===== src/hdl/hwm_pkg.sv =====
/*
 * Constants and types of the hardware-monitor host access block.
 * Assumes one 125 MHz clock shared with the host I/O decoder.
 */
package hwm_pkg;
    localparam int CLK_HZ        = 125_000_000;
    localparam int TACH_HZ       = 22_500;
    localparam int BEEP_HZ       = 2_000;
    localparam int TACH_DIV_DEF  = CLK_HZ / TACH_HZ;
    localparam int BEEP_HALF_DEF = CLK_HZ / (2 * BEEP_HZ);

    localparam logic [15:0] IO_BASE    = 16'h0290;
    localparam logic [2:0]  PORT_INDEX = 3'h5;
    localparam logic [2:0]  PORT_DATA  = 3'h6;

    localparam int ADC_STEP_MV = 16;
    localparam int ADC_BITS    = 8;
    localparam int ADC_FSR_MV  = ADC_STEP_MV * (2 ** ADC_BITS);
    localparam int VCC_MV      = 5000;
    localparam int VCC_RTOP_K  = 34;
    localparam int VCC_RBOT_K  = 50;
    // Code of the divided +5 V rail, about 2.98 V.
    localparam logic [7:0] VCC_EXPECT_CODE = 8'(VCC_MV * VCC_RBOT_K /
        (VCC_RTOP_K + VCC_RBOT_K) / ADC_STEP_MV);

    localparam int NVOLT = 7;
    localparam int NFAN  = 2;
    localparam int NSTAT = 12;
    localparam logic [3:0] CH_VCC   = 4'h3;
    localparam logic [3:0] CH_TEMP1 = 4'h7;
    localparam logic [3:0] CH_TEMP2 = 4'h8;
    localparam logic [3:0] CH_LAST  = 4'h8;

    localparam logic [7:0] REG_VOLT_BASE = 8'h20;
    localparam logic [7:0] REG_VOLT_LAST = 8'h26;
    localparam logic [7:0] REG_TEMP2     = 8'h27;
    localparam logic [7:0] REG_FAN0      = 8'h28;
    localparam logic [7:0] REG_FAN1      = 8'h29;
    localparam logic [7:0] REG_VLIM_BASE = 8'h2b;
    localparam logic [7:0] REG_VLIM_LAST = 8'h38;
    localparam logic [7:0] REG_T2_HIGH   = 8'h39;
    localparam logic [7:0] REG_T2_HYST   = 8'h3a;
    localparam logic [7:0] REG_FLIM0     = 8'h3b;
    localparam logic [7:0] REG_FLIM1     = 8'h3c;
    localparam logic [7:0] REG_CONFIG    = 8'h40;
    localparam logic [7:0] REG_STAT_LO   = 8'h41;
    localparam logic [7:0] REG_STAT_HI   = 8'h42;
    localparam logic [7:0] REG_MASK_LO   = 8'h43;
    localparam logic [7:0] REG_MASK_HI   = 8'h44;
    localparam logic [7:0] REG_BANK      = 8'h4e;
    localparam logic [7:0] REG_T1_UPPER  = 8'h50;
    localparam logic [7:0] REG_T1_LSB    = 8'h51;
    localparam logic [7:0] REG_T1_HIGH   = 8'h53;
    localparam logic [7:0] REG_BEEP_EN   = 8'h56;
    localparam logic [7:0] REG_DUTY0     = 8'h5a;
    localparam logic [7:0] REG_DUTY1     = 8'h5b;

    localparam logic [7:0] RST_VHIGH  = 8'hff;
    localparam logic [7:0] RST_VLOW   = 8'h00;
    localparam logic [7:0] RST_T2HIGH = 8'h50;
    localparam logic [7:0] RST_T2HYST = 8'h4b;
    localparam logic [7:0] RST_T1HIGH = 8'h50;
    localparam logic [7:0] RST_FLIM   = 8'hff;
    localparam logic [7:0] RST_CONFIG = 8'h01;
    localparam logic [7:0] RST_DUTY   = 8'hff;
    localparam logic [7:0] PWM_TOP    = 8'hfe;
    localparam logic [7:0] FAN_SAT    = 8'hff;
    localparam int CFG_START = 0;

    localparam int ST_TEMP2 = 7;
    localparam int ST_FAN0  = 8;
    localparam int ST_TEMP1 = 10;
    localparam int ST_CASE  = 11;

    typedef enum logic [1:0] {SEQ_IDLE, SEQ_START, SEQ_WAIT} hwm_seq_state_t;
endpackage : hwm_pkg


===== src/hdl/hwm_adc_if.sv =====
/*
 * Link from the converter sequencer to the register logic.
 * Assumes both ends run on the same clock.
 */
`timescale 1ns/10ps
`default_nettype none
interface hwm_adc_if;
    logic       enable;
    logic       resultValid;
    logic [3:0] resultChan;
    logic [7:0] resultCode;
    logic       resultHalf;

    modport seq  (input enable, output resultValid, resultChan, resultCode,
                  resultHalf);
    modport user (output enable, input resultValid, resultChan, resultCode,
                  resultHalf);
endinterface : hwm_adc_if
`default_nettype wire


===== src/hdl/hwm_conv_seq.sv =====
/*
 * Sequencer of the one shared converter: steps the channel, pulses start.
 * Assumes done and code are asynchronous, code stable before done rises.
 */
`timescale 1ns/10ps
`default_nettype none
module hwm_conv_seq
    import hwm_pkg::*;
(
    input  wire logic   mclk,
    input  wire logic   rst,
    hwm_adc_if.seq      adc,
    output logic        adcStart,
    output logic [3:0]  adcChan,
    input  wire logic   adcDone,
    input  wire logic [7:0] adcCode,
    input  wire logic   adcHalf
);
    typedef struct packed {
        hwm_seq_state_t state;
        logic [3:0]     chan;
        logic           start;
        logic           doneS1;
        logic           doneS2;
        logic           donePrev;
        logic [7:0]     codeS1;
        logic [7:0]     codeS2;
        logic           halfS1;
        logic           halfS2;
        logic           valid;
        logic [3:0]     resChan;
        logic [7:0]     resCode;
        logic           resHalf;
    } hwm_seq_t;

    hwm_seq_t s_q;
    hwm_seq_t s_d;

    always_comb
    begin
        s_d = s_q;
        s_d.doneS1 = adcDone;
        s_d.doneS2 = s_q.doneS1;
        s_d.donePrev = s_q.doneS2;
        s_d.codeS1 = adcCode;
        s_d.codeS2 = s_q.codeS1;
        s_d.halfS1 = adcHalf;
        s_d.halfS2 = s_q.halfS1;
        s_d.valid = 1'b0;
        s_d.start = 1'b0;
        case (s_q.state)
            SEQ_IDLE:
            begin
                if (adc.enable)
                begin
                    s_d.start = 1'b1;
                    s_d.state = SEQ_START;
                end
            end
            SEQ_START:
                s_d.state = SEQ_WAIT;
            SEQ_WAIT:
            begin
                // One converter, one channel at a time. [RQ3] [RQ4]
                if (s_q.doneS2 && !s_q.donePrev)
                begin
                    s_d.valid = 1'b1;
                    s_d.resChan = s_q.chan;
                    s_d.resCode = s_q.codeS2;
                    s_d.resHalf = s_q.halfS2;
                    s_d.chan = (s_q.chan == CH_LAST) ? 4'h0 : s_q.chan + 4'h1;
                    s_d.state = SEQ_IDLE;
                end
            end
            default:
                s_d.state = SEQ_IDLE;
        endcase
    end

    always_ff @(posedge mclk)
    begin
        if (rst)
            s_q <= '0;
        else
            s_q <= s_d;
    end

    assign adcStart = s_q.start;
    assign adcChan = s_q.chan;
    assign adc.resultValid = s_q.valid;
    assign adc.resultChan = s_q.resChan;
    assign adc.resultCode = s_q.resCode;
    assign adc.resultHalf = s_q.resHalf;
endmodule : hwm_conv_seq
`default_nettype wire


===== src/hdl/hwm_host_access.sv =====
/*
 * Hardware-monitor core: index/data port, result registers, alarms, pins.
 * Assumes one-cycle I/O strobes on mclk; tach, intrusion, converter async.
 */
// Function
// RQ1 - Index port 295h selects, data port 296h accesses.
// RQ2 - Only address bits 2..0 differ; base fixed.
// RQ3 - One shared 8-bit converter, 16 mV step.
// RQ4 - Seven voltages, two fans, two temps, intrusion readable.
// RQ5 - Temp two 8-bit, temp one 9-bit two's-complement.
// RQ6 - Register 27h returns full temperature two.
// RQ7 - Bank one 50h upper bits, 51h bit 7 LSB.
// RQ8 - Programmable limits raise one maskable interrupt, beep.
// RQ9 - Two PWM outputs, beep, interrupt, overtemp, alert.
// RQ10 - Internal 34K/50K divider monitors +5 V rail.
// RQ11 - Data accesses use last index until rewritten.
`timescale 1ns/10ps
`default_nettype none
module hwm_host_access
#(
    parameter int TACH_DIV  = hwm_pkg::TACH_DIV_DEF,
    parameter int BEEP_HALF = hwm_pkg::BEEP_HALF_DEF
)
(
    input  wire logic        mclk,
    input  wire logic        rst,
    input  wire logic [15:0] ioAddr,
    input  wire logic        ioWrStb,
    input  wire logic        ioRdStb,
    input  wire logic [7:0]  ioWrData,
    output logic [7:0]       ioRdData,
    output logic             ioRdValid,
    output logic             adcStart,
    output logic [3:0]       adcChan,
    input  wire logic        adcDone,
    input  wire logic [7:0]  adcCode,
    input  wire logic        adcHalf,
    input  wire logic [1:0]  fanTach,
    input  wire logic        chassisIntrusionInN,
    output logic [1:0]       fanPwm,
    output logic             beepTone,
    output logic             systemManagementInterrupt,
    output logic             overTemperatureOutN,
    output logic             generalAlertOutN
);
    import hwm_pkg::*;

    typedef struct packed {
        logic [7:0]             index;
        logic                   bank;
        logic [7:0]             rdData;
        logic                   rdValid;
        logic [NVOLT-1:0][7:0]  volt;
        logic [7:0]             temp2;
        logic [8:0]             temp1;
        logic [NFAN-1:0][7:0]   fan;
        logic [NVOLT-1:0][7:0]  vHigh;
        logic [NVOLT-1:0][7:0]  vLow;
        logic [7:0]             t2High;
        logic [7:0]             t2Hyst;
        logic [7:0]             t1High;
        logic [NFAN-1:0][7:0]   fanLim;
        logic [7:0]             cfg;
        logic [NSTAT-1:0]       status;
        logic [NSTAT-1:0]       mask;
        logic                   beepEn;
        logic [NFAN-1:0][7:0]   duty;
        logic [7:0]             pwmCnt;
        logic [NFAN-1:0]        pwm;
        logic [NFAN-1:0]        tachS1;
        logic [NFAN-1:0]        tachS2;
        logic [NFAN-1:0]        tachPrev;
        logic [15:0]            tachTick;
        logic [NFAN-1:0][7:0]   tachCnt;
        logic                   caseS1;
        logic                   caseS2;
        logic [15:0]            beepDiv;
        logic                   beep;
        logic                   smi;
        logic                   ovtN;
        logic                   alertN;
    } hwm_main_t;

    hwm_main_t s_q;
    hwm_main_t s_d;

    hwm_adc_if adc ();

    hwm_conv_seq u_seq (
        .mclk     (mclk),
        .rst      (rst),
        .adc      (adc.seq),
        .adcStart (adcStart),
        .adcChan  (adcChan),
        .adcDone  (adcDone),
        .adcCode  (adcCode),
        .adcHalf  (adcHalf)
    );

    assign adc.enable = s_q.cfg[CFG_START];

    logic             portHit;
    logic [7:0]       vOff;
    logic [7:0]       lOff;
    logic             inVolt;
    logic             inVlim;
    logic [7:0]       rdMux;
    logic [NVOLT-1:0] voltEvt;
    logic [NFAN-1:0]  tachFall;
    logic             tachTickNow;

    // Upper bits are the fixed base. [RQ2]
    assign portHit = (ioAddr[15:3] == IO_BASE[15:3]) &&
                     (ioAddr[2:0] == PORT_INDEX || ioAddr[2:0] == PORT_DATA);
    assign vOff = s_q.index - REG_VOLT_BASE;
    assign lOff = s_q.index - REG_VLIM_BASE;
    assign inVolt = s_q.index >= REG_VOLT_BASE && s_q.index <= REG_VOLT_LAST;
    assign inVlim = s_q.index >= REG_VLIM_BASE && s_q.index <= REG_VLIM_LAST;
    assign tachTickNow = s_q.tachTick == 16'(TACH_DIV - 1);

    for (genvar i = 0; i < NVOLT; i++)
    begin : g_volt
        // Out-of-window reading sets the alarm.
        assign voltEvt[i] = adc.resultValid && adc.resultChan == 4'(i) &&
            (adc.resultCode > s_q.vHigh[i] || adc.resultCode < s_q.vLow[i]);
    end

    for (genvar f = 0; f < NFAN; f++)
    begin : g_fan
        assign tachFall[f] = s_q.tachPrev[f] && !s_q.tachS2[f];
    end

    always_comb
    begin
        rdMux = 8'h00;
        if (s_q.index == REG_BANK)
            rdMux = {7'h00, s_q.bank};
        else if (!s_q.bank)
        begin
            if (inVolt)
                rdMux = s_q.volt[vOff[2:0]];
            else if (inVlim)
                rdMux = lOff[0] ? s_q.vLow[lOff[3:1]] : s_q.vHigh[lOff[3:1]];
            else
            begin
                case (s_q.index)
                    REG_TEMP2:   rdMux = s_q.temp2; // [RQ6]
                    REG_FAN0:    rdMux = s_q.fan[0];
                    REG_FAN1:    rdMux = s_q.fan[1];
                    REG_T2_HIGH: rdMux = s_q.t2High;
                    REG_T2_HYST: rdMux = s_q.t2Hyst;
                    REG_FLIM0:   rdMux = s_q.fanLim[0];
                    REG_FLIM1:   rdMux = s_q.fanLim[1];
                    REG_CONFIG:  rdMux = s_q.cfg;
                    REG_STAT_LO: rdMux = s_q.status[7:0];
                    REG_STAT_HI: rdMux = {4'h0, s_q.status[11:8]};
                    REG_MASK_LO: rdMux = s_q.mask[7:0];
                    REG_MASK_HI: rdMux = {4'h0, s_q.mask[11:8]};
                    REG_BEEP_EN: rdMux = {7'h00, s_q.beepEn};
                    REG_DUTY0:   rdMux = s_q.duty[0];
                    REG_DUTY1:   rdMux = s_q.duty[1];
                    default:     rdMux = 8'h00;
                endcase
            end
        end
        else
        begin
            case (s_q.index)
                REG_T1_UPPER: rdMux = s_q.temp1[8:1]; // [RQ7]
                REG_T1_LSB:   rdMux = {s_q.temp1[0], 7'h00}; // [RQ7]
                REG_T1_HIGH:  rdMux = s_q.t1High;
                default:      rdMux = 8'h00;
            endcase
        end
    end

    always_comb
    begin
        logic [NSTAT-1:0] evt;
        logic [NSTAT-1:0] clr;
        evt = '0;
        clr = '0;
        s_d = s_q;
        s_d.rdValid = 1'b0;
        s_d.tachS1 = fanTach;
        s_d.tachS2 = s_q.tachS1;
        s_d.tachPrev = s_q.tachS2;
        s_d.caseS1 = chassisIntrusionInN;
        s_d.caseS2 = s_q.caseS1;

        if (portHit && ioWrStb)
        begin
            if (ioAddr[2:0] == PORT_INDEX)
                s_d.index = ioWrData; // [RQ1] [RQ11]
            else if (s_q.index == REG_BANK)
                s_d.bank = ioWrData[0];
            else if (!s_q.bank)
            begin
                // Alarm windows. [RQ8]
                if (inVlim && lOff[0])
                    s_d.vLow[lOff[3:1]] = ioWrData;
                else if (inVlim)
                    s_d.vHigh[lOff[3:1]] = ioWrData;
                else
                begin
                    case (s_q.index)
                        REG_T2_HIGH: s_d.t2High = ioWrData;
                        REG_T2_HYST: s_d.t2Hyst = ioWrData;
                        REG_FLIM0:   s_d.fanLim[0] = ioWrData;
                        REG_FLIM1:   s_d.fanLim[1] = ioWrData;
                        REG_CONFIG:  s_d.cfg = ioWrData;
                        REG_MASK_LO: s_d.mask[7:0] = ioWrData;
                        REG_MASK_HI: s_d.mask[11:8] = ioWrData[3:0];
                        REG_BEEP_EN: s_d.beepEn = ioWrData[0];
                        REG_DUTY0:   s_d.duty[0] = ioWrData;
                        REG_DUTY1:   s_d.duty[1] = ioWrData;
                        default:     ;
                    endcase
                end
            end
            else if (s_q.index == REG_T1_HIGH)
                s_d.t1High = ioWrData;
        end

        if (portHit && ioRdStb)
        begin
            s_d.rdValid = 1'b1;
            if (ioAddr[2:0] == PORT_INDEX)
                s_d.rdData = s_q.index;
            else
            begin
                s_d.rdData = rdMux; // [RQ1] [RQ11]
                // A status read clears the bits returned.
                if (!s_q.bank && s_q.index == REG_STAT_LO)
                    clr[7:0] = '1;
                if (!s_q.bank && s_q.index == REG_STAT_HI)
                    clr[11:8] = '1;
            end
        end

        if (adc.resultValid)
        begin
            if (adc.resultChan < 4'(NVOLT))
                // Channel CH_VCC carries the divided +5 V rail. [RQ10]
                s_d.volt[adc.resultChan[2:0]] = adc.resultCode; // [RQ4]
            else if (adc.resultChan == CH_TEMP2)
            begin
                s_d.temp2 = adc.resultCode; // [RQ5]
                evt[ST_TEMP2] = $signed(adc.resultCode) > $signed(s_q.t2High);
                if ($signed(adc.resultCode) >= $signed(s_q.t2High))
                    s_d.ovtN = 1'b0; // [RQ9]
                else if ($signed(adc.resultCode) < $signed(s_q.t2Hyst))
                    s_d.ovtN = 1'b1; // [RQ9]
            end
            else if (adc.resultChan == CH_TEMP1)
            begin
                s_d.temp1 = {adc.resultCode, adc.resultHalf}; // [RQ5]
                evt[ST_TEMP1] = $signed(adc.resultCode) > $signed(s_q.t1High);
            end
        end
        evt[NVOLT-1:0] = voltEvt;

        s_d.tachTick = tachTickNow ? 16'h0000 : s_q.tachTick + 16'h0001;
        for (int f = 0; f < NFAN; f++)
        begin
            if (tachFall[f])
            begin
                s_d.fan[f] = s_q.tachCnt[f];
                s_d.tachCnt[f] = 8'h00;
                evt[ST_FAN0 + f] = s_q.tachCnt[f] > s_q.fanLim[f];
            end
            else if (tachTickNow && s_q.tachCnt[f] != FAN_SAT)
                s_d.tachCnt[f] = s_q.tachCnt[f] + 8'h01;
            else if (tachTickNow)
                s_d.fan[f] = FAN_SAT;
        end
        evt[ST_CASE] = !s_q.caseS2; // [RQ4]

        // Set wins over clear. [RQ8]
        s_d.status = (s_q.status & ~clr) | evt;
        s_d.smi = |(s_d.status & ~s_q.mask); // [RQ8] [RQ9]
        s_d.alertN = ~|s_d.status; // [RQ9]

        s_d.pwmCnt = (s_q.pwmCnt == PWM_TOP) ? 8'h00 : s_q.pwmCnt + 8'h01;
        for (int f = 0; f < NFAN; f++)
            s_d.pwm[f] = s_q.pwmCnt < s_q.duty[f]; // [RQ9]

        if (s_q.beepEn && s_q.smi)
        begin
            // Tone while an unmasked alarm stands. [RQ8] [RQ9]
            if (s_q.beepDiv == 16'(BEEP_HALF - 1))
            begin
                s_d.beepDiv = 16'h0000;
                s_d.beep = !s_q.beep;
            end
            else
                s_d.beepDiv = s_q.beepDiv + 16'h0001;
        end
        else
        begin
            s_d.beepDiv = 16'h0000;
            s_d.beep = 1'b0;
        end
    end

    always_ff @(posedge mclk)
    begin
        if (rst)
        begin
            s_q <= '0;
            s_q.vHigh <= {NVOLT{RST_VHIGH}};
            s_q.vLow <= {NVOLT{RST_VLOW}};
            s_q.t2High <= RST_T2HIGH;
            s_q.t2Hyst <= RST_T2HYST;
            s_q.t1High <= RST_T1HIGH;
            s_q.fanLim <= {NFAN{RST_FLIM}};
            s_q.cfg <= RST_CONFIG;
            s_q.duty <= {NFAN{RST_DUTY}};
            s_q.tachS1 <= '1;
            s_q.tachS2 <= '1;
            s_q.tachPrev <= '1;
            s_q.caseS1 <= 1'b1;
            s_q.caseS2 <= 1'b1;
            s_q.ovtN <= 1'b1;
            s_q.alertN <= 1'b1;
        end
        else
            s_q <= s_d;
    end

    assign ioRdData = s_q.rdData;
    assign ioRdValid = s_q.rdValid;
    assign fanPwm = s_q.pwm;
    assign beepTone = s_q.beep;
    assign systemManagementInterrupt = s_q.smi;
    assign overTemperatureOutN = s_q.ovtN;
    assign generalAlertOutN = s_q.alertN;
endmodule : hwm_host_access
`default_nettype wire


===== config.mk =====
export PLATFORM = sky130hd
export DESIGN_NAME = hwm_host_access
export DESIGN_NICKNAME = d
export VERILOG_FILES = /design/src/hdl/hwm_pkg.sv /design/src/hdl/hwm_adc_if.sv /design/src/hdl/hwm_conv_seq.sv /design/src/hdl/hwm_host_access.sv
export SDC_FILE = /design/constraint.sdc
export NUM_CORES = 1
export LEC_CHECK = 0
export BUFFER_PORTS_ARGS = -buffer_cell sky130_fd_sc_hd__buf_2
export CORE_ASPECT_RATIO = 1.75
export CORE_MARGIN = 5
export CORE_UTILIZATION = 30
export DETAILED_ROUTE_END_ITERATION = 8
export GPL_TIMING_DRIVEN = 0
export PLACE_DENSITY_LB_ADDON = 0.05
export SKIP_LAST_GASP = 1
export SLEW_MARGIN = 25
export SYNTH_ARGS = -nofsm -noshare
export SYNTH_HDL_FRONTEND = slang
export SYNTH_SLANG_ARGS = --single-unit

===== constraint.sdc =====
create_clock -name mclk -period 6.4 [get_ports mclk]
set_input_delay 0.32 -clock mclk [delete_from_list [all_inputs] [get_ports mclk]]
set_output_delay 0.32 -clock mclk [all_outputs]
set_load 0.01 [all_outputs]

Word-level counts from Yosys, hierarchy flattened --
Index checks and enable logic that the tools add are counted.
Operators by class: add/sub/neg operators 8, magnitude comparators 32, equal/unequal tests 42, multiplexer cells 48, bitwise logic cells 15, reduce and logical (&&, ||, !) cells 83
Operator list (number):
- 56-bit bitwise mux | 3
- 8-bit two-way mux | 17
- 8-bit one-hot mux with 15 select lines | 1
- 8-bit by 7-bit equality test with 1-bit output, second input constant | 12
- 8-bit > comparator | 11
- 8-bit < comparator | 10
- 8-bit binary-select mux with 3-bit select | 3
- 7-bit AND reduction | 10
- 8-bit by 6-bit equality test with 1-bit output, second input constant | 7
- 8-bit demux with 3-bit select | 2
- 16-bit by 1-bit adder with 16-bit output, second input constant | 2
- 1-bit logical AND | 30
- 8-bit by 1-bit adder with 8-bit output, second input constant | 3
- 12-bit bitwise AND | 2
- 12-bit two-way mux | 2
- 12-bit inverter | 2
- 8-bit one-hot mux with 3 select lines | 1
- 12-bit OR reduction | 2
- 16-bit by 13-bit equality test with 1-bit output, second input constant | 1
- 16-bit by 15-bit equality test with 1-bit output, second input constant | 1
- 4-bit by 3-bit equality test with 1-bit output, second input constant | 4
- 8-bit by 6-bit greater-or-equal comparator with 1-bit output, second input constant | 2
- 8-bit by 6-bit <= comparator with 1-bit output, second input constant | 2
- 8-bit != test, second input constant | 2
- 37 further kinds | 96
Storage, ports and cells: bits in registers 420, input port bits 41, output and inout port bits 20, word-level logic and storage cells 298

Logic depth before layout (Yosys ltp) --
Gate-level depths: netlist of run 1.
depth in word-level cells 10, depth in mapped cells 14, depth with buffers taken out 9

Cells and area by module --
Synthesis of run 1 repeated with hierarchy kept, for this count alone.
Unflattened totals: cell total of the unflattened synthesis 2698, area, all modules 22651.7 sq um
By module, submodules not included:
- hwm_host_access | instances 1, cells each 2542, area each 21167.8 sq um, sequential area each 7567.3 sq um
- hwm_conv_seq | instances 1, cells each 156, area each 1483.9 sq um, sequential area each 840.8 sq um

Worst setup path after synthesis of run 1 --
OpenSTA, ideal clock, no wires.
kind reg2reg, start register s_q[370] (netlist bit), end register s_q[133] (netlist bit), data arrival time 3.590 ns, setup slack 2.690 ns, cell stages (with the launch flop) 14, clock period less this slack 3.710 ns, cells stage by stage dfxtp_1 > clkbuf_1 > buf_1 > clkinv_1 > ha_1 > a31o_2 > nor2_1 > and3_1 > clkbuf_1 > and2_1 > clkbuf_1 > clkbuf_1 > nor2_1 > a211o_1
On the way: word-level cells in the longest chain between the ends 5, elaborated cells between the ends (all ways) 11, those cells by class add/sub: 1; order compare: 2; eq/ne: 2; bitwise: 3; reduce/logical: 3
RTL lines:
- from (decl) | line hwm_host_access.sv:84 | hwm_main_t s_q;
- 8-bit by 6-bit greater-or-equal comparator with 1-bit output or 8-bit by 6-bit <= comparator with 1-bit output (tied branches) | line hwm_host_access.sv:118 | assign inVlim = s_q.index >= REG_VLIM_BASE && s_q.index <= REG_VLIM_LAST;
- 1-bit logical AND | line hwm_host_access.sv:118
- 1-bit logical AND | line hwm_host_access.sv:200 | if (inVlim && lOff[0])
- 1-bit inverter (no source line)
- 7-bit AND reduction (no source line) *
Mark *: on every way between the ends. The rest lies on a longest branch, timed or not. A chain may end at the register's enable or synchronous reset.

Worst setup path after layout of run 1 --
start register s_q[371] (netlist bit), end register s_q, in the netlist ioRdData[0]
On the way: word-level cells in the longest chain between the ends 9, elaborated cells between the ends (all ways) 41, those cells by class add/sub: 2; order compare: 4; eq/ne: 19; mux: 14; reduce/logical: 2
RTL lines:
- 4-bit subtractor | line hwm_host_access.sv:116 | assign lOff = s_q.index - REG_VLIM_BASE;
- 8-bit binary-select mux with 3-bit select | line hwm_host_access.sv:143 | rdMux = lOff[0] ? s_q.vLow[lOff[3:1]] : s_q.vHigh[lOff[3:1]];
- 8-bit two-way mux (implied by the code) | line hwm_host_access.sv:143
- 8-bit two-way mux | line hwm_host_access.sv:143
- 8-bit two-way mux | line hwm_host_access.sv:142 | else if (inVlim)
- 8-bit two-way mux | line hwm_host_access.sv:140 | if (inVolt)
- 8-bit two-way mux | line hwm_host_access.sv:138 | else if (!s_q.bank)
- 8-bit two-way mux * | line hwm_host_access.sv:136 | if (s_q.index == REG_BANK)
- 8-bit two-way mux * | line hwm_host_access.sv:228 | if (ioAddr[2:0] == PORT_INDEX)
Mark *: on every way between the ends. The rest lies on a longest branch, timed or not. The select of a mux whose other input is x is not followed.

==> flow_metrics.py, run 1 <==
metrics = {
    "synthesis": {
        "muxShareOfSynthArea": 0.0512,
        "yosysTopAreaCellShare": 0.372,
        "yosys.area_share.simple": 0.207,
        "synth_xor_area_frac": 0.0197,
        "synth_async_sr_flop_share": 0,
        "synthFlopType": "dfxtp_1",
        "synth_area_mm2": 0.0226,
        "yosysSeqAreaShare": 0.372,
        "synth-edff-count": 0,
        "synthCells": 2768,
        "yosysWarningCount": 0,
        "synthAdderAreaFrac": 0.0951,
        "ys_types": 85,
        "ys_top_cells_by_area": "dfxtp_1, ha_1, nand2_1, a21oi_1, nor2_1",
        "ys_seq_elements": 420,
        "synth_compound_area_frac": 0.191,
        "synth_top_family_by_area": "simple AND/OR/NAND/NOR gates",
        "syn_avg_cell_area_um2": 8.17,
        "syn-num-nets": 2981,
        "yosysTopAreaCell": "dfxtp_1",
    },
    "cts": {
        "postCtsSetupRepairBufs": 0,
        "cts_buffers": 46,
        "cts.clk_slew.worst_paths_ps": 60,
        "insertion_delay_ps": 600,
        "h-tree-depth": 2,
        "cts_sinks": 420,
        "ctsRootBufferMaster": "clkbuf_16",
        "cts_tree": "done",
        "cts_buffer_depth": 3,
    },
    "min_path": {
        "hp-start": "ioRdStb",
        "min_path_type": "input pin to flip-flop",
    },
    "floorplan": {
        "io_pins": 61,
        "fp.coreArea_mm2": 0.0751,
        "fp.dieW_um": 218,
        "core.rowCount": 133,
        "dieArea_mm2": 0.0812,
        "die_h_um": 373,
        "start_util": 0.301,
    },
    "placed_design": {
        "place_congestion": 0.967,
        "dp_slack_ps": -46.1,
        "portBuffers": 56,
        "hpwl_mm": 83.4,
        "place_inst": 3846,
    },
    "route": {
        "via_per_inst": 5.47,
        "drtIter0Drc": 1482,
        "dr.pass1.iters": 6,
        "dr_total_vias": 21600,
        "detail_route.wirelength_mm": 108,
        "routedWlPerCell_um": 27.4,
        "drcViolationCount": 0,
        "detail-route-antenna-nets": 0,
    },
    "layout": {
        "fillers": 7927,
        "seqCellArea_mm2": 0.00842,
        "fin_cells": 3942,
        "fin_nets": 3108,
        "multi_input_area_mm2": 0.0128,
        "area_delta_synth_final_pct": 15.2,
        "drive_gt1_frac": 0.0894,
        "n_antenna_cell": 0,
    },
    "power": {
        "p_comb_frac": 0.038,
        "p_seq_frac": 0.471,
        "internal_power_mw": 4.25,
        "finalPower_mw": 5.63,
        "p_leak_nw": 10.3,
        "swShare": 0.245,
        "power_switching_mw": 1.38,
        "power.ir.vdd_worst_v": 0.000191,
        "pwr-share-clk": 0.491,
        "p_per_area_mw_per_mm2": 216,
    },
    "setup_path": {
        "r2r_start": "s_q[371]",
        "crit_path_start": "s_q[371]",
        "crit_buf_inv": 7,
        "crit_top_cell": "clkbuf_1",
        "end_kind": "flip-flop",
        "cp.arrival_ps": 6810,
        "critPathMaxFanout": 10,
        "crit_chain": "clkbuf_1, clkbuf_2, clkdlybuf4s15_1, inv_1, ha_1, clkbuf_1, clkbuf_1, clkbuf_1, nand3_1, a21oi_1, nor4_1, o41ai_1, a31o_2",
        "cp_top_family": "buffers and inverters",
        "cpPeakStageDelay_ps": 940,
        "start_kind": "flip-flop",
        "cp_slowest_cell": "o41ai_1",
        "worst_ep_required_time_ps": 6950,
        "path_class": "flip-flop to flip-flop",
    },
    "global_route": {
        "grt_overflow": 0,
        "grtUsageTotal": 0.256,
        "antenna_found_initial": 1,
        "grt_pass1_wl_mm": 152,
        "grt_max_degree": 19,
        "grt_pass1_vias": 21200,
    },
    "timing": {
        "tightest_slew_ps": 1120,
        "grt_setup_unrepaired": "false",
        "finalSetupViolations": 0,
        "max_freq_ghz": 0.160,
        "period_needed_ps": 6270,
        "slew_viol_final": 0,
        "fin_ws_ps": 133,
        "final.setup_skew_ps": 15.6,
        "hold_viol_final": 0,
        "finalCritPeriodShare": 0.979,
        "relSlewSlack": 0.247,
    },
    "run_status": {
        "status": "completed",
    },
    "run": {
        "drv_cap": 0,
    },
}
==> placed cells by master, fill, tap and decap left out, drive strengths merged, types with 14 or more instances in the layout <==
cell type  instances
a22oi             26
inv              179
and3              29
ha               172
mux2i             91
a211o             17
buf               93
nor3              35
o22ai             21
or2               22
nand3b            14
nor2b             50
o211ai            94
clkbuf           226
nand2            407
nor2             244
a211oi            16
xnor2             16
nor4              15
nand2b            20
a21o              19
o21ai             75
a21oi            220
xor2              35
o31ai             15
nand4             37
a31oi             18
dfxtp            420
o221a             17
nand3             64
==> worst paths after layout <==
check	endpoint	slack [ps]	cells after the start
worst min register to register	s_d[55]	410	1
worst min-delay path	ioRdValid	110	3
worst max register to register	ioRdData[0]	130	13
worst max-delay path	ioRdData[0]	130	13
==> final cells by class <==
class,instances,share of cell area
Buffer,189,0.0306
Sequential cell,420,0.323
Clock buffer,66,0.0521
Inverter,180,0.0259
Timing Repair Buffer,79,0.0216
Multi-Input combinational cell,1979,0.492
Tap cell,1012,0.0486
Clock inverter,17,0.00605
==> synthesized netlist by cell type, types with 26 or more instances <==
cell / n
ha_1: 172
mux2i_1: 91
a22oi_1: 26
and3_1: 29
nor2b_1: 50
o211ai_1: 94
nor2_1: 244
nand4_1: 37
inv_1: 178
xor2_1: 35
nand2_1: 407
dfxtp_1: 420
o21ai_0: 71
a21oi_1: 220
nand3_1: 64
nor3_1: 35
clkbuf_1: 157
==> per-layer routing <==
| metal | up-vias | wire (um) | track usage |
|---|---|---|---|
| met1 | 10500 | 39300 | 0.273 |
| li1 | 10000 | - | - |
| met4 | 0 | 9350 | 0.179 |
| met3 | 280 | 4950 | 0.0325 |
| met2 | 747 | 54300 | 0.461 |
| met5 | - | 0 | 0 |
==> sequential cells by signal (all words and copies together) (netlist names), 4 cells and up <==
register / cells
u_seq.adc.resultChan: 4
ioRdData: 8
u_seq.adc.resultCode: 8
u_seq.s_d: 11
s_d: 5
s_q: 357
u_seq.adcChan: 4
u_seq.s_q: 12
==> logic make-up after synthesis <==
| logic type | count (synthesis) |
|---|---|
| XOR/XNOR | 51 |
| flip-flops | 420 |
| buffers and inverters | 369 |
| AND/OR/NAND/NOR | 1005 |
| multiplexers | 103 |
| AO/OA/AOI/OAI | 648 |
| adder cells (fa/ha/maj) | 172 |
==> repair_timing <==
action / CTS / global route
hold buffers: 13 / 0
resized for setup: 2 / 3
endpoints found under the hold margin: 13 / 0
setup endpoints to repair: 1 / 3
==> power by group through the flow <==
stage               clock, mW  sequential, mW  combinational (mW)
floorplan                   0            2.70              0.0924
global placement            0            2.71               0.202
detailed placement          0            2.71               0.207
CTS                      2.83            2.65               0.214
global route             2.91            2.65               0.222
finish                   2.76            2.65               0.212
==> worst register-to-register path, cell delays in order (launching register included) <==
cell and delay, ps:
dfxtp_1 360, clkbuf_1 510, clkbuf_2 490, clkdlybuf4s15_1 730, inv_1 170, ha_1 500
clkbuf_1 510, clkbuf_1 530, clkbuf_1 600, nand3_1 140, a21oi_1 270, nor4_1 160
o41ai_1 940, a31o_2 290
==> stage by stage <==
step | setup TNS [ps] | hold WS (ps) | util | area [um^2]
floorplan | 0 | 389 | - | 22600
global placement | -20.0 | 395 | 0.322 | 24200
detailed placement | -46.1 | 400 | 0.325 | 24400
CTS | 0 | 73.8 | 0.347 | 26100
global route | 0 | 110 | 0.347 | 26100
finish | 0 | 113 | 0.347 | 26100
No activity file was read; power rests on OpenSTA's default activity.
==> run 2, diff against run 1 <==
==> constraint.sdc (replaced) <==
create_clock -name mclk -period 5.2 [get_ports mclk]
set_input_delay 0.26 -clock mclk [delete_from_list [all_inputs] [get_ports mclk]]
set_output_delay 0.26 -clock mclk [all_outputs]
set_load 0.01 [all_outputs]
==> run 2 against run 1 <==
Effect of this change: final cell count stayed put; fmax is 21% higher; clock-buffer cell count unchanged; die area is the same; power is 23% higher; register-to-register slack lost 90 ps; first-iteration DRC count decreased by 1.1%; via count barely moved; combinational power increased by 23%; global-route usage barely moved.
==> flow_metrics.py, run 2 (same netlist as run 1, synthesis figures left out) <==
metrics = {
    "run_status": {
        "status": "completed",
    },
    "floorplan": {
        "core.rowCount": 133,
        "die_h_um": 373,
        "dieArea_mm2": 0.0812,
        "fp.coreArea_mm2": 0.0751,
        "start_util": 0.301,
        "io_pins": 61,
        "fp.dieW_um": 218,
    },
    "placed_design": {
        "hpwl_mm": 83.4,
        "portBuffers": 56,
        "place_congestion": 0.967,
        "placed_area_mm2": 0.0244,
    },
    "timing": {
        "relSlewSlack": 0.258,
        "tightest_slew_ps": 1110,
        "holdWs_ps": 59.8,
        "grt_setup_unrepaired": "false",
        "finalCritPeriodShare": 0.992,
        "hold_viol_final": 0,
        "final.setup_skew_ps": 19.2,
        "period_needed_ps": 5160,
        "slew_viol_final": 0,
        "setup_tns_ps": 0,
        "max_freq_ghz": 0.194,
        "finalSetupViolations": 0,
    },
    "setup_path": {
        "end_kind": "flip-flop",
        "critPathMaxFanout": 10,
        "start_kind": "flip-flop",
        "cp_top_family": "buffers and inverters",
        "r2r_start": "s_q[371]",
        "crit_buf_inv": 5,
        "cp.arrival_ps": 5530,
        "worst_ep_required_time_ps": 5570,
        "crit_chain": "clkbuf_2, clkdlybuf4s15_2, buf_2, inv_1, ha_1, clkbuf_1, nand2b_1, nor4_1, nand4_1, nand2_1, o211ai_1, a222oi_1, a31oi_1",
        "cp_slowest_cell": "nand4_1",
        "r2r-end": "systemManagementInterrupt",
        "r2r_slack_ps": 40,
        "cpPeakStageDelay_ps": 690,
        "ff2ff_path_depth": 13,
        "path_class": "flip-flop to flip-flop",
    },
    "cts": {
        "ctsRootBufferMaster": "clkbuf_16",
        "h-tree-depth": 2,
        "cts_sinks": 420,
        "insertion_delay_ps": 600,
        "cts_buffers": 46,
        "cts.clk_slew.worst_paths_ps": 70,
        "postCtsSetupRepairBufs": 0,
        "cts_buffer_depth": 3,
        "cts_tree": "done",
    },
    "min_path": {
        "min_to": "ioRdValid",
        "min_path_type": "input pin to flip-flop",
        "min_path_cells": 3,
        "hp-start": "ioRdStb",
    },
    "power": {
        "p_comb_frac": 0.038,
        "power_switching_mw": 1.69,
        "power.ir.vdd_worst_v": 0.000236,
        "p_seq_frac": 0.471,
        "p_per_area_mw_per_mm2": 265,
        "p_leak_nw": 10.4,
        "internal_power_mw": 5.23,
        "swShare": 0.245,
        "pwr-share-clk": 0.491,
    },
    "layout": {
        "final_cell_mix": "dfxtp_1, nand2_1, nor2_1",
        "fillers": 7927,
        "fin_area_mm2": 0.0261,
        "drive_gt1_frac": 0.0945,
        "largest_register_ffs": 357,
        "area_delta_synth_final_pct": 15.5,
        "top_register": "s_q",
        "final_common_cell": "dfxtp_1",
        "fin_nets": 3108,
        "n_antenna_cell": 0,
    },
    "global_route": {
        "grt_pass1_wl_mm": 152,
        "grt_overflow": 0,
        "antenna_found_initial": 1,
        "busiest_layer": "met2",
        "met2_usage": 0.459,
        "grt.met3_usage": 0.0334,
        "grt_max_degree": 19,
        "grtUsageTotal": 0.256,
        "grt_use_met1": 0.272,
        "grt_pass1_vias": 21200,
    },
    "route": {
        "drcViolationCount": 0,
        "drtIter0Drc": 1466,
        "via_per_inst": 5.47,
        "detail-route-antenna-nets": 0,
        "dr.pass1.iters": 6,
        "detail_route.wirelength_mm": 108,
        "dr_total_vias": 21500,
        "routedWlPerCell_um": 27.4,
    },
    "run": {
        "drv_cap": 0,
    },
}
## run 2: cell count changes in the layout (fill, tap and decap cells not counted), moves of 2 or more
| cell | previous run | this run |
|---|---|---|
| nor4_2 | 3 | 5 |
| nor3_1 | 34 | 32 |
| nor4_1 | 12 | 10 |
| clkbuf_2 | 11 | 15 |
| clkbuf_1 | 157 | 152 |
## run 2: per-layer routing
metal  routed length, um  vias to the layer above
li1                    -                    10000
met1               39200                    10500
met2               54300                      734
met3                4960                      273
met4                9540                        0
met5                   0                        -
## run 2: area by class of cell
| type | count | area [um^2] | share of cell area |
|---|---|---|---|
| Buffer | 189 | 803 | 0.0307 |
| Clock buffer | 66 | 1360 | 0.0520 |
| Clock inverter | 17 | 158 | 0.00603 |
| Inverter | 180 | 677 | 0.0259 |
| Multi-Input combinational cell | 1979 | 12900 | 0.493 |
| Sequential cell | 420 | 8420 | 0.322 |
| Tap cell | 1012 | 1270 | 0.0485 |
| Timing Repair Buffer | 79 | 563 | 0.0215 |
## run 2: worst max-delay path by stage
stage / from / endpoint / cells past startpoint
3_3_place_gp: s_q[370] / ioRdData[2] / 13
6_report: s_q[371] / systemManagementInterrupt / 13
4_1_cts: s_q[371] / ioRdData[2] / 14
3_5_place_dp: s_q[370] / ioRdData[7] / 12
5_1_grt: s_q[371] / systemManagementInterrupt / 13
2_1_floorplan: s_q[370] / s_q[133] / 13
## run 2: power by group through the flow
| stage | Sequential (mW) | Combinational (mW) | Clock [mW] |
|---|---|---|---|
| after floorplan | 3.33 | 0.114 | 0 |
| after global placement | 3.33 | 0.249 | 0 |
| after detailed placement | 3.33 | 0.255 | 0 |
| after CTS | 3.26 | 0.263 | 3.49 |
| after global routing | 3.26 | 0.273 | 3.58 |
| final | 3.26 | 0.260 | 3.40 |
## run 2: what timing repair did
action                                 in CTS  in global routing
hold buffers                               13                  0
endpoints found under the hold margin      13                  0
resized for setup                          17                  7
pin swaps                                   0                  0
setup endpoints to repair                 174                 13
## run 2: stage by stage
step                utilization  power (mW)  cells  setup slack (ps)
floorplan                     -        3.44   2768              1490
global placement          0.322        3.58   3836             -1220
detailed placement        0.325        3.59   3846             -1250
CTS                       0.348        7.01   3942              19.4
global route              0.348        7.12   3942              65.3
finish                    0.348        6.92   3942              41.9
## run 2: worst reg2reg max path, delay by kind of cell, from the launching register on
family / cells / cell delay (ps)
flops: 1 / 330
buf+inv: 5 / 1850
fa+ha+maj: 1 / 150
compound gates: 3 / 1000
simple gates: 4 / 1600
